### src/logic/drie_defines.svh
// Offsets, field positions, reset values and timing counts of the block.
`ifndef DRIE_DEFINES_SVH
`define DRIE_DEFINES_SVH

`define DRIE_ADDR_W        12
`define DRIE_ADDR_CTRL     12'h000
`define DRIE_ADDR_CMD      12'h004
`define DRIE_ADDR_DATA     12'h008
`define DRIE_ADDR_STATUS   12'h00c
`define DRIE_ADDR_PEND     12'h010

`define DRIE_CTRL_SMP_EXT  0
`define DRIE_CTRL_CPY_EXT  1
`define DRIE_CTRL_GATED    2
`define DRIE_CTRL_PULSE    3
`define DRIE_CTRL_EDGE_LO  4
`define DRIE_CTRL_EDGE_HI  5
`define DRIE_CTRL_TGT_LO   8
`define DRIE_CTRL_TGT_HI   14

`define DRIE_CMD_SAMPLE    0
`define DRIE_CMD_ENABLE    1
`define DRIE_CMD_DISABLE   2
`define DRIE_CMD_SERVICE   3
`define DRIE_CMD_POLL      4

`define DRIE_STAT_SRQ      6
`define DRIE_STAT_INTR     9

`define DRIE_ALL_CH        7'h5d
`define DRIE_TGT_RST       7'h00
`define DRIE_CH_N          16
`define DRIE_TRIG_IDLE     2'h3

`define DRIE_CLK_NS        5
`define DRIE_PULSE_NS      2000
`define DRIE_PULSE_CYC     (`DRIE_PULSE_NS / `DRIE_CLK_NS)
`define DRIE_PCNT_W        9

`endif

### src/logic/drie_pkg.sv
// Types shared by the dual rank input and edge interrupt logic.
package drie_pkg;

  typedef enum logic [1:0]
  {
    DRIE_EDGE_NONE = 2'h0,
    DRIE_EDGE_RISE = 2'h1,
    DRIE_EDGE_FALL = 2'h2,
    DRIE_EDGE_BOTH = 2'h3
  } drie_edge_t;

  typedef enum logic [1:0]
  {
    DRIE_RD_IDLE = 2'h0,
    DRIE_RD_WAIT = 2'h1,
    DRIE_RD_DONE = 2'h3
  } drie_rd_t;

  typedef struct packed
  {
    logic       smp_ext;
    logic       cpy_ext;
    logic       gated;
    logic       pulse_mode;
    drie_edge_t edge_sel;
    logic [6:0] target;
  } drie_ctrl_t;

  typedef struct packed
  {
    logic [15:0] sync1;
    logic [15:0] sync2;
    logic [15:0] prev;
    logic [1:0]  tsync1;
    logic [1:0]  tsync2;
    logic [1:0]  tprev;
    drie_ctrl_t  ctrl;
    logic [15:0] rank1;
    logic [15:0] rank2;
    logic        fresh;
    logic [15:0] ien;
    logic [15:0] pend;
    logic        intr;
    logic        srq;
    logic        init;
    drie_rd_t    rs;
    logic        pready;
    logic        pslverr;
    logic [31:0] prdata;
    logic        lvl;
    logic        smp_out;
    logic        cpy_out_n;
  } drie_st_t;

  typedef struct packed
  {
    logic [8:0] cnt;
  } drie_pulse_st_t;

endpackage

### src/logic/drie_pulse.sv
// Retriggerable pulse timer that stays active for the nominal trigger width.
`timescale 1ns/1ps
`include "drie_defines.svh"

module drie_pulse (
  input  wire logic pclk,
  input  wire logic presetn,
  input  wire logic fire,
  output logic      active
);

  drie_pkg::drie_pulse_st_t st_ff;
  drie_pkg::drie_pulse_st_t nxt_st;

  // A new trigger restarts the width, so pulses never merge short.
  always_comb
  begin
    nxt_st = st_ff;
    if (fire)
    begin
      nxt_st.cnt = `DRIE_PCNT_W'(`DRIE_PULSE_CYC);
    end
    else if (st_ff.cnt != '0)
    begin
      nxt_st.cnt = st_ff.cnt - `DRIE_PCNT_W'(1);
    end
  end

  always_ff @(posedge pclk or negedge presetn)
  begin
    if (!presetn)
    begin
      st_ff <= '0;
    end
    else
    begin
      st_ff <= nxt_st;
    end
  end

  assign active = (st_ff.cnt != '0);

endmodule

### src/logic/drie_core.sv
// Dual rank digital input register with trigger outputs and edge interrupts.
//
// Decided for this implementation: the register addresses and the APB slave port.
`timescale 1ns/1ps
`include "drie_defines.svh"

module drie_core (
  input  wire logic        pclk,
  input  wire logic        presetn,
  input  wire logic        psel,
  input  wire logic        penable,
  input  wire logic        pwrite,
  input  wire logic [11:0] paddr,
  input  wire logic [31:0] pwdata,
  output logic      [31:0] prdata,
  output logic             pready,
  output logic             pslverr,
  input  wire logic [15:0] channel_in,
  input  wire logic        sample_trigger_input_n,
  input  wire logic        copy_trigger_input_n,
  output logic             sample_trigger_output,
  output logic             copy_trigger_output_n,
  output logic             service_request
);

  localparam drie_pkg::drie_st_t ST_RST = '{
    sync1: '0, sync2: '0, prev: '0,
    tsync1: `DRIE_TRIG_IDLE, tsync2: `DRIE_TRIG_IDLE,
    tprev: `DRIE_TRIG_IDLE,
    ctrl: '{smp_ext: 1'b0, cpy_ext: 1'b0, gated: 1'b0, pulse_mode: 1'b0,
            edge_sel: drie_pkg::DRIE_EDGE_NONE, target: `DRIE_TGT_RST},
    rank1: '0, rank2: '0, fresh: 1'b0, ien: '0, pend: '0,
    intr: 1'b0, srq: 1'b0, init: 1'b1, rs: drie_pkg::DRIE_RD_IDLE,
    pready: 1'b0, pslverr: 1'b0, prdata: '0,
    lvl: 1'b1, smp_out: 1'b1, cpy_out_n: 1'b1
  };

  drie_pkg::drie_st_t st_ff;
  drie_pkg::drie_st_t nxt_st;

  logic        ext_smp;
  logic        ext_cpy;
  logic        acc;
  logic        data_rd;
  logic        go;
  logic        mapped;
  logic [31:0] cmd;
  logic        smp_trig;
  logic        cpy_trig;
  logic [15:0] rise;
  logic [15:0] fall;
  logic [15:0] sel;
  logic [15:0] hit;
  logic [15:0] tmask;
  logic [15:0] clr_mask;
  logic        new_int;
  logic [31:0] rd_val;
  logic        smp_active;
  logic        cpy_active;

  drie_pulse u_smp_pulse (
    .pclk    (pclk),
    .presetn (presetn),
    .fire    (smp_trig),
    .active  (smp_active)
  );

  drie_pulse u_cpy_pulse (
    .pclk    (pclk),
    .presetn (presetn),
    .fire    (cpy_trig),
    .active  (cpy_active)
  );

  always_comb
  begin
    nxt_st = st_ff;
    // Pins are two-flop synchronised; the edge logic compares stage two with the prev flop behind it.
    nxt_st.sync1  = channel_in;
    nxt_st.sync2  = st_ff.sync1;
    nxt_st.prev   = st_ff.sync2;
    nxt_st.tsync1 = {copy_trigger_input_n, sample_trigger_input_n};
    nxt_st.tsync2 = st_ff.tsync1;
    nxt_st.tprev  = st_ff.tsync2;
    ext_smp = st_ff.tprev[0] & ~st_ff.tsync2[0];
    ext_cpy = st_ff.tprev[1] & ~st_ff.tsync2[1];

    acc     = psel & penable;
    data_rd = !pwrite && (paddr == `DRIE_ADDR_DATA);
    mapped  = (paddr == `DRIE_ADDR_CTRL) || (paddr == `DRIE_ADDR_CMD) ||
              (paddr == `DRIE_ADDR_DATA) || (paddr == `DRIE_ADDR_STATUS) ||
              (paddr == `DRIE_ADDR_PEND);
    // A gated data read holds the bus until a fresh sample is in.
    go = 1'b0;
    if (acc && (st_ff.rs == drie_pkg::DRIE_RD_IDLE))
    begin
      go = !(data_rd && st_ff.ctrl.gated && !st_ff.fresh);
    end
    else if (acc && (st_ff.rs == drie_pkg::DRIE_RD_WAIT))
    begin
      go = st_ff.fresh;
    end
    cmd = (go && pwrite && (paddr == `DRIE_ADDR_CMD)) ? pwdata : '0;

    smp_trig = st_ff.ctrl.smp_ext ? ext_smp
                                  : cmd[`DRIE_CMD_SAMPLE];
    cpy_trig = st_ff.init
             | (st_ff.ctrl.cpy_ext ? ext_cpy
                                   : (go & data_rd));
    nxt_st.init = 1'b0;
    if (smp_trig)
    begin
      nxt_st.rank1 = st_ff.sync2;
    end
    if (cpy_trig)
    begin
      nxt_st.rank2 = st_ff.rank1;
    end
    // Each external sample allows exactly one gated read; set wins.
    nxt_st.fresh = (st_ff.fresh & ~(go & data_rd))
                 | (st_ff.ctrl.smp_ext & ext_smp);

    rise = st_ff.sync2 & ~st_ff.prev;
    fall = ~st_ff.sync2 & st_ff.prev;
    unique case (st_ff.ctrl.edge_sel)
      drie_pkg::DRIE_EDGE_NONE: sel = '0;
      drie_pkg::DRIE_EDGE_RISE: sel = rise;
      drie_pkg::DRIE_EDGE_FALL: sel = fall;
      drie_pkg::DRIE_EDGE_BOTH: sel = rise | fall;
    endcase
    hit = sel & st_ff.ien;

    if (st_ff.ctrl.target == `DRIE_ALL_CH)
    begin
      tmask = '1;
    end
    else if (st_ff.ctrl.target < 7'(`DRIE_CH_N))
    begin
      tmask = 16'h0001 << st_ff.ctrl.target[3:0];
    end
    else
    begin
      tmask = '0;
    end
    clr_mask = '0;
    if (cmd[`DRIE_CMD_SERVICE])
    begin
      clr_mask = '1;
    end
    else if (cmd[`DRIE_CMD_ENABLE] || cmd[`DRIE_CMD_DISABLE])
    begin
      clr_mask = tmask;
    end
    nxt_st.ien = st_ff.ien & ~((cmd[`DRIE_CMD_SERVICE] ||
                                cmd[`DRIE_CMD_DISABLE]) ? clr_mask : '0);
    if (cmd[`DRIE_CMD_ENABLE])
    begin
      nxt_st.ien = nxt_st.ien | tmask;
    end
    // An edge landing on the clearing cycle stays pending.
    nxt_st.pend = (st_ff.pend & ~clr_mask) | hit;
    new_int = |(hit & ~st_ff.pend);
    nxt_st.intr = (st_ff.intr & ~(go && !pwrite &&
                  (paddr == `DRIE_ADDR_STATUS))) | new_int;
    nxt_st.srq = (st_ff.srq & ~cmd[`DRIE_CMD_POLL]) | new_int;

    // The value copied this cycle is what the read must see.
    rd_val = '0;
    unique case (paddr)
      `DRIE_ADDR_CTRL:
      begin
        rd_val[`DRIE_CTRL_SMP_EXT] = st_ff.ctrl.smp_ext;
        rd_val[`DRIE_CTRL_CPY_EXT] = st_ff.ctrl.cpy_ext;
        rd_val[`DRIE_CTRL_GATED]   = st_ff.ctrl.gated;
        rd_val[`DRIE_CTRL_PULSE]   = st_ff.ctrl.pulse_mode;
        rd_val[`DRIE_CTRL_EDGE_HI:`DRIE_CTRL_EDGE_LO] = st_ff.ctrl.edge_sel;
        rd_val[`DRIE_CTRL_TGT_HI:`DRIE_CTRL_TGT_LO]   = st_ff.ctrl.target;
      end
      `DRIE_ADDR_DATA:
        rd_val[15:0] = cpy_trig ? st_ff.rank1 : st_ff.rank2;
      `DRIE_ADDR_STATUS:
      begin
        rd_val[`DRIE_STAT_INTR] = st_ff.intr;
        rd_val[`DRIE_STAT_SRQ]  = st_ff.srq;
      end
      `DRIE_ADDR_PEND:
        rd_val = {st_ff.ien, st_ff.pend};
      default:
        rd_val = '0;
    endcase

    if (go && pwrite && (paddr == `DRIE_ADDR_CTRL))
    begin
      nxt_st.ctrl.smp_ext    = pwdata[`DRIE_CTRL_SMP_EXT];
      nxt_st.ctrl.cpy_ext    = pwdata[`DRIE_CTRL_CPY_EXT];
      nxt_st.ctrl.gated      = pwdata[`DRIE_CTRL_GATED];
      nxt_st.ctrl.pulse_mode = pwdata[`DRIE_CTRL_PULSE];
      nxt_st.ctrl.edge_sel   = drie_pkg::drie_edge_t'(
        pwdata[`DRIE_CTRL_EDGE_HI:`DRIE_CTRL_EDGE_LO]);
      nxt_st.ctrl.target     = pwdata[`DRIE_CTRL_TGT_HI:`DRIE_CTRL_TGT_LO];
    end

    nxt_st.pready = 1'b0;
    unique case (st_ff.rs)
      drie_pkg::DRIE_RD_IDLE,
      drie_pkg::DRIE_RD_WAIT:
      begin
        if (go)
        begin
          nxt_st.rs      = drie_pkg::DRIE_RD_DONE;
          nxt_st.pready  = 1'b1;
          nxt_st.pslverr = !mapped;
          nxt_st.prdata  = (pwrite || !mapped) ? '0 : rd_val;
        end
        else if (acc)
        begin
          nxt_st.rs = drie_pkg::DRIE_RD_WAIT;
        end
      end
      drie_pkg::DRIE_RD_DONE:
      begin
        nxt_st.rs      = drie_pkg::DRIE_RD_IDLE;
        nxt_st.pslverr = 1'b0;
      end
      default:
        nxt_st.rs = drie_pkg::DRIE_RD_IDLE;
    endcase

    if (cpy_trig)
    begin
      nxt_st.lvl = 1'b1;
    end
    else if (smp_trig)
    begin
      nxt_st.lvl = 1'b0;
    end
    nxt_st.smp_out = st_ff.ctrl.pulse_mode ? !smp_active
                                           : st_ff.lvl;
    nxt_st.cpy_out_n = !cpy_active;
  end

  always_ff @(posedge pclk or negedge presetn)
  begin
    if (!presetn)
    begin
      st_ff <= ST_RST;
    end
    else
    begin
      st_ff <= nxt_st;
    end
  end

  assign prdata                = st_ff.prdata;
  assign pready                = st_ff.pready;
  assign pslverr               = st_ff.pslverr;
  assign sample_trigger_output = st_ff.smp_out;
  assign copy_trigger_output_n = st_ff.cpy_out_n;
  assign service_request       = st_ff.srq;

  // Helper counter of consecutive low cycles on the copy trigger output.
  logic [9:0] low_cnt_ff;
  always_ff @(posedge pclk or negedge presetn)
  begin
    if (!presetn)
    begin
      low_cnt_ff <= '0;
    end
    else
    begin
      low_cnt_ff <= st_ff.cpy_out_n ? 10'h000 : low_cnt_ff + 10'h001;
    end
  end

  copy_pulse_start_a: assert property (
    @(posedge pclk) disable iff (!presetn)
    cpy_trig |-> ##2 !copy_trigger_output_n)
    else $error("copy pulse did not start");
  copy_pulse_width_a: assert property (
    @(posedge pclk) disable iff (!presetn)
    $rose(copy_trigger_output_n) |-> low_cnt_ff >= 10'(`DRIE_PULSE_CYC))
    else $error("copy pulse too short");
  sample_store_a: assert property (
    @(posedge pclk) disable iff (!presetn)
    smp_trig |=> st_ff.rank1 == $past(st_ff.sync2))
    else $error("sample not stored in rank one");
  copy_store_a: assert property (
    @(posedge pclk) disable iff (!presetn)
    cpy_trig |=> st_ff.rank2 == $past(st_ff.rank1))
    else $error("rank two not copied");
  read_word_a: assert property (
    @(posedge pclk) disable iff (!presetn)
    pready && !pwrite && paddr == `DRIE_ADDR_DATA && !st_ff.ctrl.cpy_ext
    |-> prdata == {16'h0000, st_ff.rank2})
    else $error("read word differs from rank two");
  gated_read_a: assert property (
    @(posedge pclk) disable iff (!presetn)
    pready && !pwrite && paddr == `DRIE_ADDR_DATA && st_ff.ctrl.gated
    |-> $past(st_ff.fresh) && !st_ff.fresh)
    else $error("gated read without fresh sample");
  enable_gate_a: assert property (
    @(posedge pclk) disable iff (!presetn)
    ##1 (st_ff.pend & ~$past(st_ff.pend) & ~$past(st_ff.ien)) == '0)
    else $error("pending set on disabled channel");
  flags_set_a: assert property (
    @(posedge pclk) disable iff (!presetn)
    new_int |=> st_ff.intr && st_ff.srq && service_request)
    else $error("interrupt flags not set");
  level_high_a: assert property (
    @(posedge pclk) disable iff (!presetn)
    !st_ff.ctrl.pulse_mode && cpy_trig ##1 !st_ff.ctrl.pulse_mode
    |=> sample_trigger_output)
    else $error("level output not driven high");

endmodule

### config.mk
export PLATFORM = sky130hd
export DESIGN_NAME = drie_core
export DESIGN_NICKNAME = d
export VERILOG_FILES = /design/src/logic/drie_pkg.sv /design/src/logic/drie_pulse.sv /design/src/logic/drie_core.sv
export VERILOG_INCLUDE_DIRS = /design/src /design/src/logic
export SDC_FILE = /design/constraint.sdc
export NUM_CORES = 1
export LEC_CHECK = 0
export ABC_AREA = 1
export BUFFER_PORTS_ARGS = -buffer_cell sky130_fd_sc_hd__buf_2
export CAP_MARGIN = 20
export CORE_UTILIZATION = 38
export CTS_CLUSTER_SIZE = 14
export DETAILED_ROUTE_END_ITERATION = 10
export PLACE_DENSITY = 0.58
export SYNTH_ARGS = -nofsm -noshare
export SYNTH_HDL_FRONTEND = slang
export SYNTH_SLANG_ARGS = --single-unit
### constraint.sdc
create_clock -name pclk -period 2.4 [get_ports pclk]
set_input_delay 0.12 -clock pclk [delete_from_list [all_inputs] [get_ports pclk]]
set_output_delay 0.12 -clock pclk [all_outputs]
set_load 0.005 [all_outputs]
# ---- Word-level counts from Yosys, hierarchy flattened
# Cells that the tools add are included.
dict set report classes {
  add_sub_neg 2
  order_cmp 1
  n_eq_ne 12
  shift 1
  muxes 35
  n_bitwise 31
  reduce_logical 36
}
# op count
set ops {}
lappend ops {{16-bit 2-to-1 mux} 8}
lappend ops {{16-bit bitwise AND} 6}
lappend ops {{16-bit inverter} 5}
lappend ops {{16-bit one-hot mux with 4 select lines} 1}
lappend ops {{16-bit bitwise OR} 3}
lappend ops {{9-bit 2-to-1 mux} 4}
lappend ops {{34-bit 2-to-1 mux} 1}
lappend ops {{32-bit 2-to-1 mux} 1}
lappend ops {{12-bit by 4-bit == test with 1-bit output, second input constant} 2}
lappend ops {{6-bit one-hot mux with 3 select lines} 1}
lappend ops {{9-bit nonzero test} 2}
lappend ops {{9-bit by 1-bit subtractor with 9-bit output, second input constant} 2}
lappend ops {{16-bit OR reduction} 1}
lappend ops {{1-bit by 4-bit << shifter with 16-bit output, first input constant} 1}
lappend ops {{5-bit one-hot mux with 3 select lines} 1}
lappend ops {{12-bit by 3-bit == test with 1-bit output, second input constant} 1}
lappend ops {{12-bit by 5-bit == test with 1-bit output, second input constant} 1}
lappend ops {{12-bit zero test} 1}
lappend ops {{1-bit logical AND} 10}
lappend ops {{1-bit bitwise AND} 8}
lappend ops {{1-bit 2-to-1 mux} 8}
lappend ops {{2-bit nonzero test} 4}
lappend ops {{7-bit == test, second input constant} 1}
lappend ops {{1-bit logical OR} 7}
lappend ops {{16 further kinds} 38}
dict set report totals {
  regBits 192
  in_bits 67
  output_inout_bits 37
  wordCells 147
}

# ---- Depth between registers and ports, before layout
# Gate-level depths: netlist (run 1).
dict set report logic_depth {
  depth_word 17
  ltp_mapped 15
  ltp_nobuf 13
}

# ---- Hierarchy
# Synthesis (run 1) repeated with hierarchy kept, for this count alone.
dict set report hier_totals {
  cells_unflattened 1072
  area_unflattened_um2 9272.6
}
# module n_inst cells_per_inst area_each_um2 seq_area_each_um2
set modules_own_cells {}
lappend modules_own_cells {drie_core 1 922 8189.1 4366.7}
lappend modules_own_cells {drie_pulse 2 75 541.8 225.2}

# ---- Worst setup path before layout (run 1)
# OpenSTA, ideal clock, no wires.
dict set report synth_path {
  path_kind {flip-flop to flip-flop}
  start {register u_smp_pulse.st_ff[0] in the netlist's numbering}
  end {register u_smp_pulse.st_ff[7] in the netlist's numbering}
  setup_time_ns 0.122
  arrival_ns 1.768
  required_ns 2.278
  slack_ns 0.511
  stages_incl_launch_ff 12
  n_path_buf 0
  synth_period_minus_slack_ns 1.889
  cell_sequence {dfrtp_1 > inv_1 > ha_1 > inv_1 > nor4_1 > inv_1 > nor3_1 > nand2_2 > nand3_1 > nor2_1 > xnor2_1 > nand2_1}
}
dict set report synth_via {
  elab_chain_cells 3
  word_cells_on_any_way 5
  classes_between {add/sub: 1; mux: 2; reduce/logical: 2}
}
# item line
set synth_lines {}
lappend synth_lines {{start, declared} drie_pulse.sv:12} ;# drie_pkg::drie_pulse_st_t st_ff;
lappend synth_lines {{start signal, assigned} drie_pulse.sv:37} ;# st_ff <= nxt_st;
lappend synth_lines {{9-bit by 1-bit subtractor with 9-bit output} drie_pulse.sv:25} ;# nxt_st.cnt = st_ff.cnt - `DRIE_PCNT_W'(1);
lappend synth_lines {{9-bit 2-to-1 mux} drie_pulse.sv:23} ;# else if (st_ff.cnt != '0)
lappend synth_lines {{9-bit 2-to-1 mux} drie_pulse.sv:19} ;# if (fire)
# Several ways; a longest one is shown, not always the timed one. The select of a mux whose other input is x is not followed.
# A chain may end at the register's enable or synchronous reset.

==> results.sh, run 1 <==
export IMPL_grt_total_usage=0.185
export IMPL_whs_ns=0.0251
export IMPL_cts_sinks=192
export IMPL_async_flop_share=1.00
export IMPL_instances_no_fill=1432
export IMPL_critPathCaptureType="register"
export IMPL_postRouteAntennaNets=0
export IMPL_ios=104
export IMPL_worst_pin_slew_ns=0.554
export IMPL_required_ns=2.72
export IMPL_grt_pass1_vias=6511
export IMPL_ir_drop_mv=0.386
export IMPL_die_height_um=156
export IMPL_drive_gt1_frac=0.166
export IMPL_drt_iter0_drc=452
export IMPL_grt_max_degree=64
export IMPL_status="completed"
export IMPL_critPathMostFrequentCell="nand2_1"
export IMPL_n_antenna_cell=0
export IMPL_seq_area_frac_synth=0.531
export IMPL_drv_slew=0
export IMPL_hold_viol_final=0
export IMPL_fin_crit_sh=0.893
export IMPL_worstReg2RegEnd="st_ff[63]"
export IMPL_rsz0062_at_grt="no"
export IMPL_hpwl_um=15300
export IMPL_final_setup_skew_ns=0.00907
export IMPL_wl_per_cell_um=14.8
export IMPL_dr_pass1_iters=5
export IMPL_setup_viol_count_final=0
export IMPL_worstPathArrival_ns=2.47
export IMPL_cts_buffer_depth=2
export IMPL_synth_seq_cells=192
export IMPL_start_util=0.386
export IMPL_finalNetCount=1202
export IMPL_setup_ws_ns=0.257
export IMPL_path_class="register to register"
export IMPL_cts_buffers=17
export IMPL_worst_path_max_fanout=16
export IMPL_root_buffer="clkbuf_16"
export IMPL_tns_ns=0
export IMPL_critPathMaxStageDelay_ns=0.42
export IMPL_ys_flop_type="dfrtp_1"
export IMPL_synthTopCellsByArea="dfrtp_1 50%, nand2_1 12%, inv_1 4.8%, ha_1 4.7%, o21ai_0 2.9%"
export IMPL_worstHoldEndpoint="st_ff[114]"
export IMPL_htreeDepth=4
export IMPL_numPortBuffers=84
export IMPL_num_rows=56
export IMPL_gp_congestion=0.863
export IMPL_multi_input_area_sq_um=3360
export IMPL_syn2layout_area_growth_pct=16.4
export IMPL_dp_slack_ns=0.203
export IMPL_drv_cap=0
export IMPL_p_total_uw=7040
export IMPL_max_freq_mhz=467
export IMPL_vias_per_cell=4.79
export IMPL_synth_fp_nets=1112
export IMPL_grt_overflow=0
export IMPL_post_place_cells=1370
export IMPL_yosysMostFrequentCell="nand2_1"
export IMPL_clock_latency_ns=0.44
export IMPL_synth_edff_count=0
export IMPL_r2r_start="st_ff[108]"
export IMPL_drt_wl_total_um=21200
export IMPL_min_delay_start="pwdata[4]"
export IMPL_crit_chain="inv_1, nand3_1, nor2_1, nand4_1, o21ai_0, o211ai_1, nand2_1, nand2_1, nand2_1, nand2_1"
export IMPL_core_area_sq_um=23500
export IMPL_clk_pin_slew_worst_paths_ns=0.07
export IMPL_critPathLaunchType="register"
export IMPL_slew_headroom=0.631
export IMPL_synth_top_cell_by_area="dfrtp_1"
export IMPL_seqCellArea_sq_um=4820
export IMPL_die_w_um=156
export IMPL_final_fill_count=2329
export IMPL_min_period_ns=2.14
export IMPL_syn_area_per_cell_sq_um=8.97
export IMPL_netlist_instances=1011
export IMPL_drcViolationCount=0
export IMPL_powerDensity_nw_per_um2=667
export IMPL_yosysWarnings=0
export IMPL_grt_pass1_wl_um=34300
export IMPL_yosys_top_cells_count="291 x nand2_1, 182 x dfrtp_1, 117 x inv_1"
export IMPL_synth_top_area_share=0.502
export IMPL_antenna_found_initial=0
export IMPL_ys_types=43
export IMPL_cp_slowest_cell="dfrtp_1"
export IMPL_vias=6853
export IMPL_reg2regPathDepth=10
export IMPL_whs_path_depth=3
export IMPL_r2r_slack_ns=0.26
export IMPL_hold_path_class="input port to register"
export IMPL_p_leak_uw=0.00539
export IMPL_cts_tree="yes"
export IMPL_syn_cell_area_sq_um=9070
export IMPL_die_area_sq_um=24500
-- final cells by class --
| type | instances | share of cell area |
|---|---|---|
| clock buffer | 18 | 0.0407 |
| clock inverter | 13 | 0.0142 |
| inverter | 121 | 0.0430 |
| multi-input combinational | 632 | 0.318 |
| sequential | 192 | 0.456 |
| tap | 319 | 0.0378 |
| timing repair buffer | 137 | 0.0893 |
-- report_power, final --
group / switching (uW) / internal (uW)
Sequential: 115 / 3440
Clock: 1290 / 1550
Combinational: 368 / 280
Total: 1770 / 5270
-- cell families (layout without fill, tap and decap cells) --
| kind of cell | Yosys count | count (layout) | synth area share |
|---|---|---|---|
| other | 1 | 1 | 0.000414 |
| AOI/OAI and AO/OA | 136 | 136 | 0.0909 |
| muxes | 4 | 4 | 0.00497 |
| adders and majority gates | 34 | 34 | 0.0469 |
| and+or+nand+nor | 449 | 449 | 0.219 |
| xor gates and xnor gates | 8 | 8 | 0.00773 |
| buffers and inverters | 187 | 289 | 0.0993 |
| DFF | 192 | 192 | 0.531 |
-- metrics by stage --
step / utilization / cell area, sq um
6_report: 0.450 / 10600
2_1_floorplan: - / 9070
3_5_place_dp: 0.411 / 9650
5_1_grt: 0.450 / 10600
3_3_place_gp: 0.411 / 9650
4_1_cts: 0.449 / 10500
-- critical path, delay by kind of cell, from the launching register on --
family / cells / cell delay, ns
AND/OR/NAND/NOR: 7 / 0.95
AO/OA/AOI/OAI: 2 / 0.49
flip-flops: 1 / 0.42
buffers and inverters: 1 / 0.19
-- what timing repair did --
action | 4_1_cts | 5_1_grt
hold buffers | 31 | 0
setup buffers | 0 | 0
hold endpoints to repair | 86 | 0
gates resized for setup | 0 | 3
endpoints found under the setup margin | 0 | 4
-- worst max-delay path by stage --
stage	slack, ns	cells past startpoint	end	from
5_1_grt	0.02	11	u_smp_pulse.st_ff[7]	u_smp_pulse.st_ff[0]
4_1_cts	0.20	11	u_smp_pulse.st_ff[7]	u_smp_pulse.st_ff[0]
3_3_place_gp	0.24	12	st_ff[41]	st_ff[114]
2_1_floorplan	0.51	11	u_smp_pulse.st_ff[7]	u_smp_pulse.st_ff[0]
3_5_place_dp	0.20	11	u_smp_pulse.st_ff[7]	u_smp_pulse.st_ff[0]
6_report	0.26	10	st_ff[63]	st_ff[108]
-- placed cells by master (no fill, tap or decap), drive strengths merged, types with 3 or more instances in the layout --
cell type	Yosys	routed
nand4	4	4
clkinv	0	3
nand3b	16	16
dfrtp	182	182
xor2	5	5
nand3	55	55
o21ai	68	68
ha	34	34
buf	55	105
o22ai	15	15
nand2	299	299
a21oi	18	18
nor3	13	13
o211ai	31	31
mux2	4	4
and2	14	14
dfstp	10	10
inv	121	127
nor2	42	42
xnor2	3	3
dlygate4sd3	0	31
clkbuf	11	19
-- sequential cells by signal, summed over array words and instances, names as in the netlist --
name	count
copy_trigger_output_n	1
nxt_st	36
prdata	32
pready	1
pslverr	1
sample_trigger_output	1
service_request	1
st_ff	101
u_cpy_pulse.st_ff	9
u_smp_pulse.st_ff	9
-- routing by layer --
layer / part of all wire / wire length, um / global-route usage / vias up
met5: 0 / 0 / 0 / -
met4: 0.016 / 333 / 0.0574 / 0
met3: 0.043 / 909 / 0.0299 / 22
met2: 0.45 / 9500 / 0.286 / 167
met1: 0.49 / 10500 / 0.264 / 3265
li1: - / - / - / 3399
No activity file was read; power rests on OpenSTA's default activity.
==> inputs of run 2 (changes only) <==
--- a/config.mk
+++ b/config.mk
@@ -6,10 +6,11 @@
 export SDC_FILE = /design/constraint.sdc
 export NUM_CORES = 1
 export LEC_CHECK = 0
-export ABC_AREA = 1
+export ABC_AREA = 0
 export BUFFER_PORTS_ARGS = -buffer_cell sky130_fd_sc_hd__buf_2
 export CAP_MARGIN = 20
 export CORE_UTILIZATION = 38
+export CTS_BUF_LIST = sky130_fd_sc_hd__clkbuf_4 sky130_fd_sc_hd__clkbuf_8
 export CTS_CLUSTER_SIZE = 14
 export DETAILED_ROUTE_END_ITERATION = 10
 export PLACE_DENSITY = 0.58
==> run 2 against run 1 <==
Compared with the run above: clock power shrank 19%; hold slack gained 0.017 ns; highest routed layer unchanged; synthesized cell count shrank 14%; power shrank 5.0%; largest power group unchanged.
==> results.sh, run 2 <==
export IMPL_cts_setup_buffers=0
export IMPL_drcViolationCount=0
export IMPL_final_setup_skew_ns=0.0159
export IMPL_layout_commonest_cell="dfrtp_1"
export IMPL_ios=104
export IMPL_seq_area_frac_synth=0.510
export IMPL_worst_path_max_fanout=26
export IMPL_yosysMostFrequentCell="dfrtp_1"
export IMPL_status="completed"
export IMPL_start_util=0.388
export IMPL_path_class="register to register"
export IMPL_ir_drop_mv=0.299
export IMPL_ys_types=73
export IMPL_hold_viol_final=0
export IMPL_largest_reg_flops=101
export IMPL_hpwl_um=16500
export IMPL_gp_congestion=0.942
export IMPL_setup_viol_count_final=0
export IMPL_min_delay_start="paddr[3]"
export IMPL_cts_tree="yes"
export IMPL_die_w_um=160
export IMPL_antenna_found_initial=0
export IMPL_die_height_um=160
export IMPL_htreeDepth=4
export IMPL_syn_area_per_cell_sq_um=10.8
export IMPL_rsz0062_at_grt="no"
export IMPL_syn2layout_area_growth_pct=15.6
export IMPL_swShare=0.277
export IMPL_cts_buffer_depth=2
export IMPL_power_switching_uw=1850
export IMPL_vias=6730
export IMPL_postRouteAntennaNets=0
export IMPL_yosysWarnings=0
export IMPL_cts_sinks=192
export IMPL_async_flop_share=1.00
export IMPL_grt_total_usage=0.185
export IMPL_ys_flop_type="dfrtp_1"
export IMPL_synthTopCellsByArea="dfrtp_1 48%, ha_1 4.5%, mux2_2 4.1%, nand2_1 3.0%, buf_4 2.9%"
export IMPL_reg2regPathDepth=6
export IMPL_p_seq_frac=0.542
export IMPL_wl_per_cell_um=17.2
export IMPL_num_rows=57
export IMPL_clk_pin_slew_worst_paths_ns=0.11
export IMPL_top_register="st_ff"
export IMPL_slew_headroom=0.464
export IMPL_r2r_slack_ns=0.17
export IMPL_netlist_instances=871
export IMPL_vias_per_cell=5.16
export IMPL_worst_pin_slew_ns=0.802
export IMPL_final_core_util=0.449
export IMPL_worstReg2RegEnd="st_ff[95]"
export IMPL_setup_ws_ns=0.169
export IMPL_drt_iter0_drc=464
export IMPL_min_period_ns=2.23
export IMPL_p_total_uw=6690
export IMPL_synth_top_area_share=0.483
export IMPL_tns_ns=0
export IMPL_p_leak_uw=0.00502
export IMPL_grt_max_degree=63
export IMPL_synth_edff_count=0
export IMPL_r2r_start="st_ff[37]"
export IMPL_cts_buffers=17
export IMPL_worstPathArrival_ns=2.60
export IMPL_grt_pass1_vias=6610
export IMPL_fin_crit_sh=0.930
export IMPL_required_ns=2.76
export IMPL_hold_path_class="input port to register"
export IMPL_drv_cap=0
export IMPL_synth_seq_cells=192
export IMPL_finalNetCount=1068
export IMPL_syn_cell_area_sq_um=9440
export IMPL_p_comb_frac=0.115
export IMPL_drt_wl_total_um=22400
export IMPL_final_fill_count=2293
export IMPL_critPathLaunchType="register"
export IMPL_dr_pass1_iters=5
export IMPL_grt_pass1_wl_um=36600
export IMPL_max_freq_mhz=448
export IMPL_drive_gt1_frac=0.234
export IMPL_p_int_uw=4840
export IMPL_die_area_sq_um=25500
export IMPL_n_antenna_cell=0
export IMPL_grt_overflow=0
export IMPL_final_cell_mix="182 x dfrtp_1, 83 x buf_2, 76 x nand2_1"
export IMPL_clock_latency_ns=0.48
export IMPL_critPathCaptureType="register"
export IMPL_core_area_sq_um=24300
export IMPL_clockPowerShare=0.343
export IMPL_drv_slew=0
export IMPL_worstHoldEndpoint="prdata[9]"
export IMPL_root_buffer="clkbuf_8"
export IMPL_synth_top_cell_by_area="dfrtp_1"
export IMPL_whs_path_depth=3
export IMPL_powerDensity_nw_per_um2=613
export IMPL_synth_fp_nets=972
export IMPL_numPortBuffers=84
export IMPL_dp_slack_ns=0.228
export IMPL_yosys_top_cells_count="182 x dfrtp_1, 76 x nand2_1, 61 x inv_1"
run 2: cell count changes after synthesis, moves of 12 or more:
| cell | before | now |
|---|---|---|
| o211ai_1 | 31 | 8 |
| and2_1 | 14 | 2 |
| o221ai_1 | 0 | 12 |
| nand2b_1 | 0 | 21 |
| a21oi_1 | 14 | 31 |
| a22o_1 | 0 | 23 |
| inv_1 | 117 | 61 |
| mux2_2 | 4 | 34 |
| nand3_1 | 51 | 6 |
| mux2i_1 | 0 | 25 |
| nand2_1 | 291 | 76 |
run 2: worst max path at each step:
stage / end / slack [ns] / start / depth (start not counted)
4_1_cts: st_ff[96] / 0.16 / st_ff[37] / 6
6_report: st_ff[95] / 0.17 / st_ff[37] / 6
5_1_grt: st_ff[95] / 0.08 / st_ff[74] / 6
3_5_place_dp: st_ff[96] / 0.23 / st_ff[37] / 6
3_3_place_gp: st_ff[96] / 0.23 / st_ff[37] / 6
2_1_floorplan: st_ff[100] / 0.31 / st_ff[37] / 7
run 2: layout make-up:
type	instances	area, sq um	area share
clock buffer	17	234	0.0214
inverter	61	229	0.0210
sequential	192	4820	0.442
clock inverter	15	191	0.0175
tap	324	405	0.0372
timing repair buffer	152	1080	0.0994
multi-input combinational	543	3950	0.362
run 2: what timing repair did:
action,4_1_cts,5_1_grt
resized for setup,0,0
hold buffers,33,0
endpoints found under the setup margin,0,0
endpoints found under the hold margin,90,0
run 2: power by group through the flow:
stage / Combinational (uW) / Clock (uW) / Sequential, uW
after detailed placement: 736 / 0 / 3690
after CTS: 783 / 2360 / 3620
final: 772 / 2290 / 3620
after global routing: 868 / 2500 / 3650
after floorplan: 495 / 0 / 3640
after global placement: 719 / 0 / 3680
run 2: worst max-delay path, stage by stage, from the launching register on:
cell	delay, ns
dfrtp_1	0.39
nor2b_1	0.16
or4_4	0.56
nor3_4	0.19
a31o_1	0.24
buf_12	0.21
mux2_2	0.35
run 2: cell families (layout without fill, tap and decap cells):
kind of cell / Yosys count / in the layout / share of synthesized area
xor gates and xnor gates: 9 / 9 / 0.00835
DFF: 192 / 192 / 0.510
muxes: 69 / 69 / 0.0830
adders and majority gates: 34 / 34 / 0.0451
buffers and inverters: 136 / 245 / 0.0724
and+or+nand+nor: 238 / 238 / 0.139
other: 1 / 1 / 0.000397
AOI/OAI and AO/OA: 192 / 192 / 0.142
run 2: stage by stage:
step / cell area [sq um] / instances / hold WS, ns
after floorplan: 9440 / 871 / -0.176
after global placement: 10200 / 1239 / 0.156
after detailed placement: 10200 / 1239 / 0.155
after CTS: 10900 / 1304 / 0.0251
after global routing: 10900 / 1304 / 0.0409
final: 10900 / 1304 / 0.0416
run 2: layer usage:
layer	global-route usage	part of all wire
met4	0.0651	0.021
met3	0.0354	0.043
met1	0.264	0.49
met2	0.279	0.45
met5	0	0
